### src/flash_ctl_defs.vh
// constants for the flash write and erase controller
// What this block does
// - programming only clears bits; erase sets every covered byte to 0xff
// - write and erase durations are counted by hardware
// - busy flag reads one while a write or erase runs, except in the one cycle a write reads the old byte
// - fetches stall during an operation; fetch_miss_i is ignored, so cached code stalls too
// - uncached interrupts are held pending until the operation completes
// - write enable set sends move writes to flash, else to aux ram
// - write enable holds until software clears it
// - move reads always return auxiliary ram data
// - flash write or erase with supply monitor off causes error reset
// - key register needs 0xa5 then 0xf1 before an operation
// - time between the two key writes does not matter
// - page erase: set write and erase enables, then write into page
// - array is 32 kB on large variants, 16 kB on small ones
// - an uninitialised part is programmed only over the debug port
`ifndef FLASH_CTL_DEFS_VH
`define FLASH_CTL_DEFS_VH
// ****************************************
// register offsets (byte addresses)
// ****************************************
`define OFS_CONTROL 4'h0
`define OFS_KEY 4'h4
`define OFS_STATUS 4'h8
// ****************************************
// fields
// ****************************************
`define BIT_WE 0
`define BIT_EE 1
`define BIT_BUSY 0
`define BIT_LOCKED 1
`define BIT_ERR 2
`define KEY_FIRST 8'ha5
`define KEY_SECOND 8'hf1
`define ERASED_BYTE 8'hff
`define RESERVED_BASE 16'h7c00
`define RESERVED_SIZE 16'h0400
// ****************************************
// timing (in ns) and derived cycle counts at 100 mhz
// ****************************************
`define CLK_NS 10
`define T_WRITE_NS 40000
`define T_ERASE_NS 20000000
`define WRITE_CYC ((`T_WRITE_NS + `CLK_NS - 1) / `CLK_NS)
`define ERASE_CYC ((`T_ERASE_NS + `CLK_NS - 1) / `CLK_NS)
`endif

### src/flash_write_erase_control.v
// flash write and erase sequencer with avalon-mm register slave
`timescale 1ns/10ps
`include "flash_ctl_defs.vh"
module flash_write_erase_control #(
	parameter ADDR_W = 15,
	parameter PAGE_W = 9,
	parameter WRITE_CYCLES = `WRITE_CYC,
	parameter ERASE_CYCLES = `ERASE_CYC
) (
	input wire mclk_i,
	input wire nrst_i,
	// register slave
	input wire [3:0] avs_address_i,
	input wire avs_read_i,
	input wire avs_write_i,
	input wire [31:0] avs_writedata_i,
	input wire [3:0] avs_byteenable_i,
	output reg [31:0] avs_readdata_o,
	output reg avs_waitrequest_o,
	// core external-move port
	input wire xmv_req_i,
	input wire xmv_we_i,
	input wire [15:0] xmv_addr_i,
	input wire [7:0] xmv_wdata_i,
	output reg xmv_ack_o,
	output reg [7:0] xmv_rdata_o,
	// auxiliary data ram port
	output reg auxiliary_data_ram_we_o,
	output reg auxiliary_data_ram_re_o,
	output reg [15:0] auxiliary_data_ram_addr_o,
	output reg [7:0] auxiliary_data_ram_wdata_o,
	input wire [7:0] auxiliary_data_ram_rdata_i,
	// flash array port
	output reg fl_prog_o,
	output reg fl_erase_o,
	output reg [ADDR_W-1:0] fl_addr_o,
	output reg [7:0] fl_wdata_o,
	input wire [7:0] fl_rdata_i,
	// fetch and interrupt side
	input wire fetch_miss_i,
	output reg fetch_stall_o,
	output reg irq_hold_o,
	// supply monitor and reset system
	input wire vdd_mon_en_i,
	output reg flash_err_reset_o
);
	// ****************************************
	// state and registers
	// ****************************************
	localparam [3:0] ST_IDLE = 4'h1;
	localparam [3:0] ST_READ = 4'h2;
	localparam [3:0] ST_PROG = 4'h4;
	localparam [3:0] ST_ERASE = 4'h8;
	reg [3:0] state_ff, nxt_state;
	reg we_ff, nxt_we;
	reg ee_ff, nxt_ee;
	reg [1:0] key_ff, nxt_key; // 0 none, 1 first seen, 2 unlocked, 3 locked out
	reg err_ff, nxt_err;
	reg [24:0] cnt_ff, nxt_cnt;
	reg [ADDR_W-1:0] addr_ff, nxt_addr;
	reg [7:0] data_ff, nxt_data;
	reg rd_pend_ff;
	wire busy = state_ff[2] | state_ff[3];
	// a write lands on the edge that completes the transfer, with waitrequest low
	wire bus_wr = avs_write_i & ~avs_waitrequest_o & avs_byteenable_i[0];
	wire bus_rd = avs_read_i & avs_waitrequest_o;
	wire [7:0] merged = data_ff & fl_rdata_i;
	// ****************************************
	// next state
	// ****************************************
	always @* begin
		nxt_state = state_ff;
		nxt_we = we_ff;
		nxt_ee = ee_ff;
		nxt_key = key_ff;
		nxt_err = 1'b0;
		nxt_cnt = cnt_ff;
		nxt_addr = addr_ff;
		nxt_data = data_ff;
		if (bus_wr && avs_address_i == `OFS_CONTROL) begin
			nxt_we = avs_writedata_i[`BIT_WE];
			nxt_ee = avs_writedata_i[`BIT_EE];
		end
		// software operations need the key; the debug port path lives outside this block
		if (bus_wr && avs_address_i == `OFS_KEY) begin
			case (key_ff)
				2'd0: nxt_key = (avs_writedata_i[7:0] == `KEY_FIRST) ? 2'd1 : 2'd3;
				2'd1: nxt_key = (avs_writedata_i[7:0] == `KEY_SECOND) ? 2'd2 : 2'd3;
				default: nxt_key = 2'd3;
			endcase
		end
		case (state_ff)
			ST_IDLE: begin
				if (xmv_req_i && xmv_we_i && we_ff) begin
					if (!vdd_mon_en_i) begin
						nxt_err = 1'b1;
					end else if (key_ff == 2'd2) begin
						nxt_key = 2'd0; // one operation per unlock
						nxt_addr = xmv_addr_i[ADDR_W-1:0];
						nxt_data = xmv_wdata_i;
						nxt_cnt = 25'd0;
						nxt_state = ee_ff ? ST_ERASE : ST_READ;
					end else begin
						nxt_key = 2'd3;
					end
				end
			end
			ST_READ: begin
				// old byte is on the array port now, so the first program cycle is already merged
				nxt_data = merged;
				nxt_state = ST_PROG;
			end
			ST_PROG: begin
				nxt_data = merged;
				nxt_cnt = cnt_ff + 25'd1;
				if (cnt_ff == WRITE_CYCLES - 1) begin
					nxt_state = ST_IDLE;
				end
			end
			ST_ERASE: begin
				nxt_data = `ERASED_BYTE;
				nxt_cnt = cnt_ff + 25'd1;
				if (cnt_ff == ERASE_CYCLES - 1) begin
					nxt_state = ST_IDLE;
				end
			end
			default: nxt_state = ST_IDLE;
		endcase
	end
	// ****************************************
	// registers and outputs
	// ****************************************
	always @(posedge mclk_i) begin
		if (!nrst_i) begin
			state_ff <= ST_IDLE;
			we_ff <= 1'b0;
			ee_ff <= 1'b0;
			key_ff <= 2'd0;
			err_ff <= 1'b0;
			cnt_ff <= 25'd0;
			addr_ff <= {ADDR_W{1'b0}};
			data_ff <= 8'h00;
			rd_pend_ff <= 1'b0;
			avs_readdata_o <= 32'h0000_0000;
			avs_waitrequest_o <= 1'b1;
			xmv_ack_o <= 1'b0;
			xmv_rdata_o <= 8'h00;
			auxiliary_data_ram_we_o <= 1'b0;
			auxiliary_data_ram_re_o <= 1'b0;
			auxiliary_data_ram_addr_o <= 16'h0000;
			auxiliary_data_ram_wdata_o <= 8'h00;
			fl_prog_o <= 1'b0;
			fl_erase_o <= 1'b0;
			fl_addr_o <= {ADDR_W{1'b0}};
			fl_wdata_o <= 8'h00;
			fetch_stall_o <= 1'b0;
			irq_hold_o <= 1'b0;
			flash_err_reset_o <= 1'b0;
		end else begin
			state_ff <= nxt_state;
			we_ff <= nxt_we;
			ee_ff <= nxt_ee;
			key_ff <= nxt_key;
			err_ff <= nxt_err;
			cnt_ff <= nxt_cnt;
			addr_ff <= nxt_addr;
			data_ff <= nxt_data;
			// one wait cycle, then the answer; waitrequest drops for one edge
			avs_waitrequest_o <= ~((avs_read_i | avs_write_i) & avs_waitrequest_o);
			if (bus_rd) begin
				case (avs_address_i)
					`OFS_CONTROL: avs_readdata_o <= {30'd0, ee_ff, we_ff};
					`OFS_KEY: avs_readdata_o <= 32'h0000_0000;
					`OFS_STATUS: avs_readdata_o <= {29'd0, err_ff, key_ff == 2'd3, busy};
					default: avs_readdata_o <= 32'h0000_0000;
				endcase
			end
			// move port: writes ack once taken; reads ack after ram answers
			auxiliary_data_ram_we_o <= 1'b0;
			auxiliary_data_ram_re_o <= 1'b0;
			xmv_ack_o <= 1'b0;
			rd_pend_ff <= 1'b0;
			if (state_ff == ST_IDLE && xmv_req_i && !xmv_ack_o && !rd_pend_ff && !auxiliary_data_ram_re_o) begin
				auxiliary_data_ram_addr_o <= xmv_addr_i;
				auxiliary_data_ram_wdata_o <= xmv_wdata_i;
				if (xmv_we_i) begin
					auxiliary_data_ram_we_o <= ~we_ff;
					xmv_ack_o <= 1'b1;
				end else begin
					auxiliary_data_ram_re_o <= 1'b1;
				end
			end
			if (auxiliary_data_ram_re_o) begin
				rd_pend_ff <= 1'b1;
			end
			if (rd_pend_ff) begin
				xmv_rdata_o <= auxiliary_data_ram_rdata_i;
				xmv_ack_o <= 1'b1;
			end
			// flash array drive
			fl_addr_o <= (nxt_state == ST_ERASE) ? {nxt_addr[ADDR_W-1:PAGE_W], {PAGE_W{1'b0}}} : nxt_addr;
			fl_wdata_o <= (nxt_state == ST_ERASE) ? `ERASED_BYTE : nxt_data;
			fl_prog_o <= (nxt_state == ST_PROG);
			fl_erase_o <= (nxt_state == ST_ERASE);
			fetch_stall_o <= nxt_state[2] | nxt_state[3] | nxt_state[1];
			irq_hold_o <= nxt_state[2] | nxt_state[3] | nxt_state[1];
			flash_err_reset_o <= nxt_err;
		end
	end
endmodule // flash_write_erase_control

### config.mk
export PLATFORM = sky130hd
export DESIGN_NAME = flash_write_erase_control
export DESIGN_NICKNAME = d
export VERILOG_FILES = /design/src/flash_write_erase_control.v
export VERILOG_INCLUDE_DIRS = /design/src
export SDC_FILE = /design/constraint.sdc
export NUM_CORES = 1
export LEC_CHECK = 0
export BUFFER_PORTS_ARGS = -buffer_cell sky130_fd_sc_hd__clkbuf_2
export CAP_MARGIN = 15
export CORE_UTILIZATION = 53
export DETAILED_ROUTE_END_ITERATION = 16
export HOLD_SLACK_MARGIN = 0.06
export PLACE_DENSITY_LB_ADDON = 0.3
export SYNTH_ARGS = -nofsm -noshare
export SYNTH_HDL_FRONTEND = slang
export SYNTH_SLANG_ARGS = --single-unit
### constraint.sdc
create_clock -name mclk_i -period 4.4 [get_ports mclk_i]
set_input_delay 0.88 -clock mclk_i [delete_from_list [all_inputs] [get_ports mclk_i]]
set_output_delay 0.88 -clock mclk_i [all_outputs]
set_load 0.1 [all_outputs]
After elaboration in Yosys (flattened, before gate mapping)

Cells that the tools add are included.

Bits in registers: 152
Input bits: 88
Output and inout port bits: 96

Add/sub/neg operators: 1
Equal/unequal tests: 18
Mux-type cells: 35
Bitwise gates (word level): 13
Reduce and logical (&&, ||, !) cells: 21

Operator list:

| kind                  | number |
|---|---|
| $mux 25               | 3 |
| $mux 15               | 4 |
| $pmux 25 s2           | 1 |
| $mux 8                | 4 |
| $add 25x1->25 const B | 1 |
| $eq 25x12->1 const B  | 1 |
| $eq 25x21->1 const B  | 1 |
| $mux 4                | 6 |
| $pmux 8 s3            | 1 |
| $eq 8x8->1 const B    | 2 |
| $pmux 4 s4            | 1 |
| $eq 4x3->1 const B    | 3 |
| $eq 4x4->1 const B    | 3 |
| $mux 2                | 6 |
| $and 8x8->8           | 1 |
| $logic_and 1x1->1     | 8 |
| $mux 1                | 7 |
| $ne 2x2->1 const B    | 3 |
| $pmux 3 s2            | 1 |
| $reduce_and 3->1      | 2 |
| $reduce_or 2->1       | 3 |
| $and 1x1->1           | 4 |
| $eq 2x2->1 const B    | 2 |
| $eq 4x1->1 const B    | 1 |
| 11 further kinds      | 19 |

Depth between registers and ports, before layout

Gate-level depths: netlist (run 1).

Word-level depth: 8
Gate-level depth with buffers: 8

Least setup slack after synthesis (run 1)

OpenSTA, ideal clock, no wires.

Kind: register to output
From: reg irq_hold_o
To: out irq_hold_o
Data arrival time: 1.356 ns
Required time: 3.520 ns
Slack: 2.164 ns
Cell stages (with the launch flop): 2
Path buffers: 1
Cell sequence: dfxtp_1 -> buf_4

RTL lines:

| what                   | RTL line                        | RTL |
|---|---|---|
| from (decl)            | flash_write_erase_control.v:42  | `output reg irq_hold_o,` |
| from (signal assigned) | flash_write_erase_control.v:206 | `irq_hold_o <= nxt_state[2] \| nxt_state[3] \| nxt_state[1];` |

No word-level cell between the ends.

Final worst setup path (run 1)

From: reg state_ff[2]
To: reg fl_addr_o[4]

Word-level cells in the longest chain between the ends: 6
Elaborated cells on any way between the ends: 13
Those cells by class: 5 x eq/ne; 7 x mux; 1 x reduce/logical

Ends and longest elaborated chain:

| what                      | RTL line                        | RTL |
|---|---|---|
| from (decl)               | flash_write_erase_control.v:54  | `reg [3:0] state_ff, nxt_state;` |
| from (signal assigned)    | flash_write_erase_control.v:160 | `state_ff <= nxt_state;` |
| $mux 4                    | flash_write_erase_control.v:97  | `end else if (key_ff == 2'd2) begin` |
| $mux 4                    | flash_write_erase_control.v:95  | `if (!vdd_mon_en_i) begin` |
| $mux 4                    | flash_write_erase_control.v:94  | `if (xmv_req_i && xmv_we_i && we_ff) begin` |
| $pmux 4 s4                | flash_write_erase_control.v:92  | `case (state_ff)` |
| $eq 4x4->1                | flash_write_erase_control.v:201 | `fl_addr_o <= (nxt_state == ST_ERASE) ? {nxt_addr[ADDR_W-1:PAGE_W], {PAGE_W{1'b0}}} : nxt_addr;` |
| $reduce_or 2->1 (no line) | n/a                             |  |
| to (signal assigned)      | flash_write_erase_control.v:154 | `fl_addr_o <= {ADDR_W{1'b0}};` |
| to (signal assigned)      | flash_write_erase_control.v:201 |  |
| to (decl)                 | flash_write_erase_control.v:36  | `output reg [ADDR_W-1:0] fl_addr_o,` |

Several ways; a longest one is shown, not always the timed one.
A chain may end at the register's enable or synchronous reset.

==> results.toml, run 1 <==
[status]
status = "completed"

[place]
gp_congestion = 0.902
dp_hpwl_um = 8090
io_buffers = 126
pre_cts_ws_ns = 1.60

[logic_synthesis]
syn_area_per_cell_um2 = 8.82
ys_seq_area_share_pct = 46.7
ys.flop_type = "dfxtp_1"
ys_ff_latch = 117
synth_cells = 569
synth.distinct_cells = 49
synth_edf_count = 0
synth_most_common_cell = "dfxtp_1"
synth_area_um2 = 5020
async_flop_share_pct = 0
synth_top_cells_by_count = "dfxtp_1, nand2_1, a21boi_0, buf_4, nor2_1"
yosys-top-cells-area = "dfxtp_1, nand2_1, a21boi_0"
synth_top_area_cell = "dfxtp_1"
ys.warnings.count = 0
yosys.area.top_type_share_pct = 46.7

[critical_path]
critical_path_class = "flop to flop"
worstSetupStartpointType = "flop"
rrSetupSlack_ns = 2.05
rr_worst_depth = 4
crit_fanout = 9
critPathArrivalTime_ns = 2.73
r2r_end = "fl_addr_o[4]"
rr_startpoint = "state_ff[2]"
required_ns = 4.77
end_kind = "flop"

[drt]
vias = 4361
drtAntennaViolNets = 0
via_per_inst = 5.41
first_iter_violations = 204
drc_errors = 0
drt_first_pass_iters = 4
routed_wirelength_um = 11600
wl_per_cell_um = 14.4

[die]
die_w_um = 99.3
dieArea_um2 = 9860
start_util_pct = 54.6
pin_count = 184
die_y_um = 99.3
rows = 35
coreArea_um2 = 9200

[clocking]
clk_latency_ns = 0.52
cts_setup_buffers = 0
cts_tree = "done"
htree_levels = 4
clkSinkCount = 117
root_buffer = "clkbuf_8"
numCtsBuffers = 17
hold_buffers = 0
post_cts_resized = 0
clkTransAtPathRegs_ns = 0.06
cts_buffer_depth = 2

[global_routing]
grt_usage_pct = 24.0
grt_max_degree = 38
grt_pass1_vias = 3947
antenna_found_initial = 0
grt_pass1_wl_um = 18800
overflow = 0

[timing]
fin_crit_ns = 2.35
fmax_mhz = 425
fin_crit_sh_pct = 53.5
maxSlewViolCount = 0
tightest_slew_ns = 0.995
setup_violations = 0
holdWs_ns = 0.453
fin_ws_ns = 2.05
rsz0062_at_grt = "false"
slew_headroom_pct = 33.5
setup_tns_ns = 0
finalClockSkew_ns = 0.0168
finalHoldViolCount = 0

[power_and_ir_drop]
peakVddDrop_mv = 0.267
p_per_area_nw_per_um2 = 459
total_power_mw = 2.80
p_leak_nw = 2.53

[final_layout]
nets = 772
fill_cells = 749
diodes = 0
drive_gt1_share_pct = 23.7
post-route-util_pct = 66.4
syn_to_final_growth_pct = 21.7

[min_path]
hold_depth = 2
hold_start = "addr_ff[8]"
min_path_type = "flop to flop"
holdPathEnd = "fl_addr_o[8]"

[run]
maxCapViolCount = 0
critical path, cell delays in order, from the launching register on:
cell and delay (ns):
dfxtp_1 0.39, nor4b_2 0.90, o41a_1 0.42, nand2b_1 0.41, a21oi_1 0.09
cell families (layout without fill, tap and decap cells):
kind of cell             count (synthesis)  in the layout  synth area share (%)
other                                    1             29                0.0747
adder cells (fa/ha/maj)                  1              1                 0.249
buffers and inverters                   66            164                  8.32
AO/OA/AOI/OAI                          122            122                  16.7
AND/OR/NAND/NOR                        237            237                  23.4
XOR/XNOR                                17             17                  2.97
multiplexers                             8              8                  1.60
flip-flops                             117            117                  46.7
how the worst max path moves through the flow:
stage | start | end | slack, ns | depth (start not counted)
floorplan | irq_hold_o | irq_hold_o | 2.16 | 1
global placement | nrst_i | fl_wdata_o[2] | 1.64 | 5
detailed placement | nrst_i | fl_wdata_o[4] | 1.60 | 5
CTS | state_ff[2] | fl_addr_o[4] | 2.10 | 4
global route | state_ff[2] | fl_addr_o[3] | 1.94 | 4
finish | state_ff[2] | fl_addr_o[4] | 2.05 | 4
power by group:
part | internal (mW) | switching, mW | leakage (nW) | total, mW
sequential | 1.08 | 0.0107 | 0.947 | 1.09
combinational | 0.0511 | 0.297 | 1.30 | 0.348
clock | 0.864 | 0.503 | 0.281 | 1.37
metrics by stage:
step / cells / instance area (um^2)
3_5_place_dp: 775 / 5520
2_1_floorplan: 597 / 5120
4_1_cts: 806 / 6110
5_1_grt: 806 / 6110
3_3_place_gp: 775 / 5520
6_report: 806 / 6110
routing by layer:
layer	part of all wire [%]	track usage [%]	up-vias
met1	43	28.4	2069
met5	0	0	-
met4	2.0	10.4	0
li1	-	-	2146
met3	4.0	5.41	16
met2	51	41.9	130
cell type report:
class | instances | area, um^2 | share of cell area, %
inverter | 3 | 11.3 | 0.184
tap | 111 | 139 | 2.27
sequential | 117 | 2340 | 38.3
clock buffer | 17 | 414 | 6.78
multi-input combinational | 414 | 2360 | 38.7
clock inverter | 14 | 179 | 2.93
timing repair buffer | 130 | 661 | 10.8
registers in the layout, indices dropped and copies added, names as in the netlist, 2 cells and up:
name and count:
addr_ff 9, auxiliary_data_ram_addr_o 16, auxiliary_data_ram_wdata_o 8, avs_readdata_o 3, cnt_ff 25, data_ff 8, fl_addr_o 15, fl_wdata_o 8
key_ff 2, state_ff 4, xmv_rdata_o 8
cells in the final DEF (no fill, tap or decap), types with 8 or more instances in the layout:
| master | instances |
|---|---|
| a21boi_0 | 44 |
| a21oi_1 | 32 |
| and3b_1 | 8 |
| clkbuf_16 | 16 |
| clkbuf_2 | 126 |
| conb_1 | 29 |
| dfxtp_1 | 117 |
| mux2i_1 | 8 |
| nand2_1 | 107 |
| nand3_1 | 12 |
| nor2_1 | 36 |
| nor2b_1 | 15 |
| o211ai_1 | 11 |
| o21ai_0 | 18 |
| or3_1 | 8 |
| xor2_1 | 11 |
No activity file was read; power rests on OpenSTA's default activity.
==> run 2: changes to the inputs <==
CORE_UTILIZATION = 45   (was 53)
clock period = 2.05 ns   (was 4.4 ns; I/O delays follow)
==> run 2 against run 1 <==
Combinational power up 120%; worst setup slack got worse by 1.9 ns; core utilization down 8.0 points; clock power up 100%; sequential share of layout area down 1.3 points; critical endpoint is now cnt_ff[16]; largest power group unchanged.
==> results.toml, run 2 (synthesized netlist as in run 1, its figures left out) <==
[status]
status = "completed"

[final_layout]
syn_to_final_growth_pct = 26.2
top_regs = "cnt_ff x25, auxiliary_data_ram_addr_o x16, fl_addr_o x15"
final_cell_mix = "clkbuf_2, dfxtp_1, nand2_1, a21boi_0, nor2_1"
diodes = 0
nets = 799
largest_reg_flops = 25
fill_cells = 968
regMostFlops = "cnt_ff"
layout_commonest_cell = "clkbuf_2"
drive_gt1_share_pct = 27.0

[die]
coreArea_um2 = 10800
die_w_um = 108
rows = 38
die_y_um = 108
pin_count = 184
dieArea_um2 = 11600
start_util_pct = 46.3

[drt]
drc_errors = 0
via_per_inst = 5.11
top_layer_used = "met4"
first_iter_violations = 281
dr_wl_met3_um = 596
drtAntennaViolNets = 0
drt-met1-wl_um = 5220
vias = 4413
routed_wirelength_um = 11900
wl_per_cell_um = 13.8
drt_first_pass_iters = 4
wl_met2_um = 5920

[clocking]
clkTransAtPathRegs_ns = 0.06
cts_buffer_depth = 2
htree_levels = 4
clkSinkCount = 117
numCtsBuffers = 17
cts_tree = "done"
hold_buffers = 0
clk_latency_ns = 0.52
root_buffer = "clkbuf_8"

[global_routing]
grt_pass1_vias = 3924
grt_pass1_wl_um = 18800
grt_usage_pct = 20.9
grt_max_degree = 35
antenna_found_initial = 0
overflow = 0

[critical_path]
end_kind = "flop"
worstSetupStartpointType = "flop"
required_ns = 2.50
crit_fanout = 8
critical_path_class = "flop to flop"
critPathArrivalTime_ns = 2.38

[timing]
rsz0062_at_grt = "false"
setup_tns_ns = 0
finalClockSkew_ns = 0.0104
finalHoldViolCount = 0
fmax_mhz = 517
tightest_slew_ns = 0.573
fin_crit_ns = 1.93
fin_crit_sh_pct = 94.4
slew_headroom_pct = 61.9
maxSlewViolCount = 0
setup_violations = 0

[power_and_ir_drop]
p_leak_nw = 2.65
total_power_mw = 5.84
peakVddDrop_mv = 0.528
p_per_area_nw_per_um2 = 922

[min_path]
min_path_type = "input port to flop"

[place]
gp_congestion = 0.819
io_buffers = 126
dp_hpwl_um = 8440

[run]
maxCapViolCount = 0
-- run 2: changes by cell type in the layout (fill, tap and decap cells not counted), sizes merged --
cell and delta:
buf +26, bufinv -1, clkbuf +2, clkinv +3
clkinvlp -1, inv -2, o2111ai +1
-- run 2: layer usage --
metal  track usage (%)  vias up
met1              25.7     2072
met2              34.9      128
li1                  -     2200
met4              7.83        0
met3              5.27       13
met5                 0        -
-- run 2: through the flow --
stage	cells	util, %	setup slack (ns)	hold WS [ns]	instance area [um^2]
after global routing	863	58.4	0.0258	0.0934	6330
after CTS	861	58.1	0.00684	0.0799	6300
after detailed placement	829	53.0	0.0376	0.453	5740
after global placement	829	53.0	0.112	0.438	5740
final	863	58.4	0.115	0.101	6330
after floorplan	597	-	0.160	0.433	5120
-- run 2: layout make-up --
type	count	area [um^2]	share of cell area, %
clock buffer	19	422	6.66
inverter	3	11.3	0.178
tap	140	175	2.77
sequential	117	2340	37.0
clock inverter	13	135	2.13
timing repair buffer	156	856	13.5
multi-input combinational	415	2390	37.8
-- run 2: path summary, 6_finish.rpt --
check                  start                 endpoint  slack, ns  depth (start not counted)
hold reg to reg   addr_ff[5]             fl_addr_o[5]       0.46                          2
setup reg to reg   cnt_ff[0]               cnt_ff[16]       0.12                          6
setup / recovery   cnt_ff[0]               cnt_ff[16]       0.12                          6
hold / removal      xmv_we_i  auxiliary_data_ram_re_o       0.10                          2
-- run 2: repair_timing --
| action | in CTS | in global routing |
|---|---|---|
| gates resized for setup | 0 | 5 |
| endpoints found under the setup margin | 0 | 24 |
| setup buffers | 0 | 1 |
-- run 2: worst max-delay path: stages, from the launching register on --
cell       delay [ns]
dfxtp_1          0.40
ha_1             0.19
and2_1           0.18
and4_2           0.33
o2111ai_4        0.21
or3_1            0.40
a21oi_1          0.15
-- run 2: power by group --
group          switching, mW  total, mW  internal [mW]
logic                  0.645      0.766          0.121
clock network           1.02       2.74           1.72
registers             0.0209       2.34           2.32
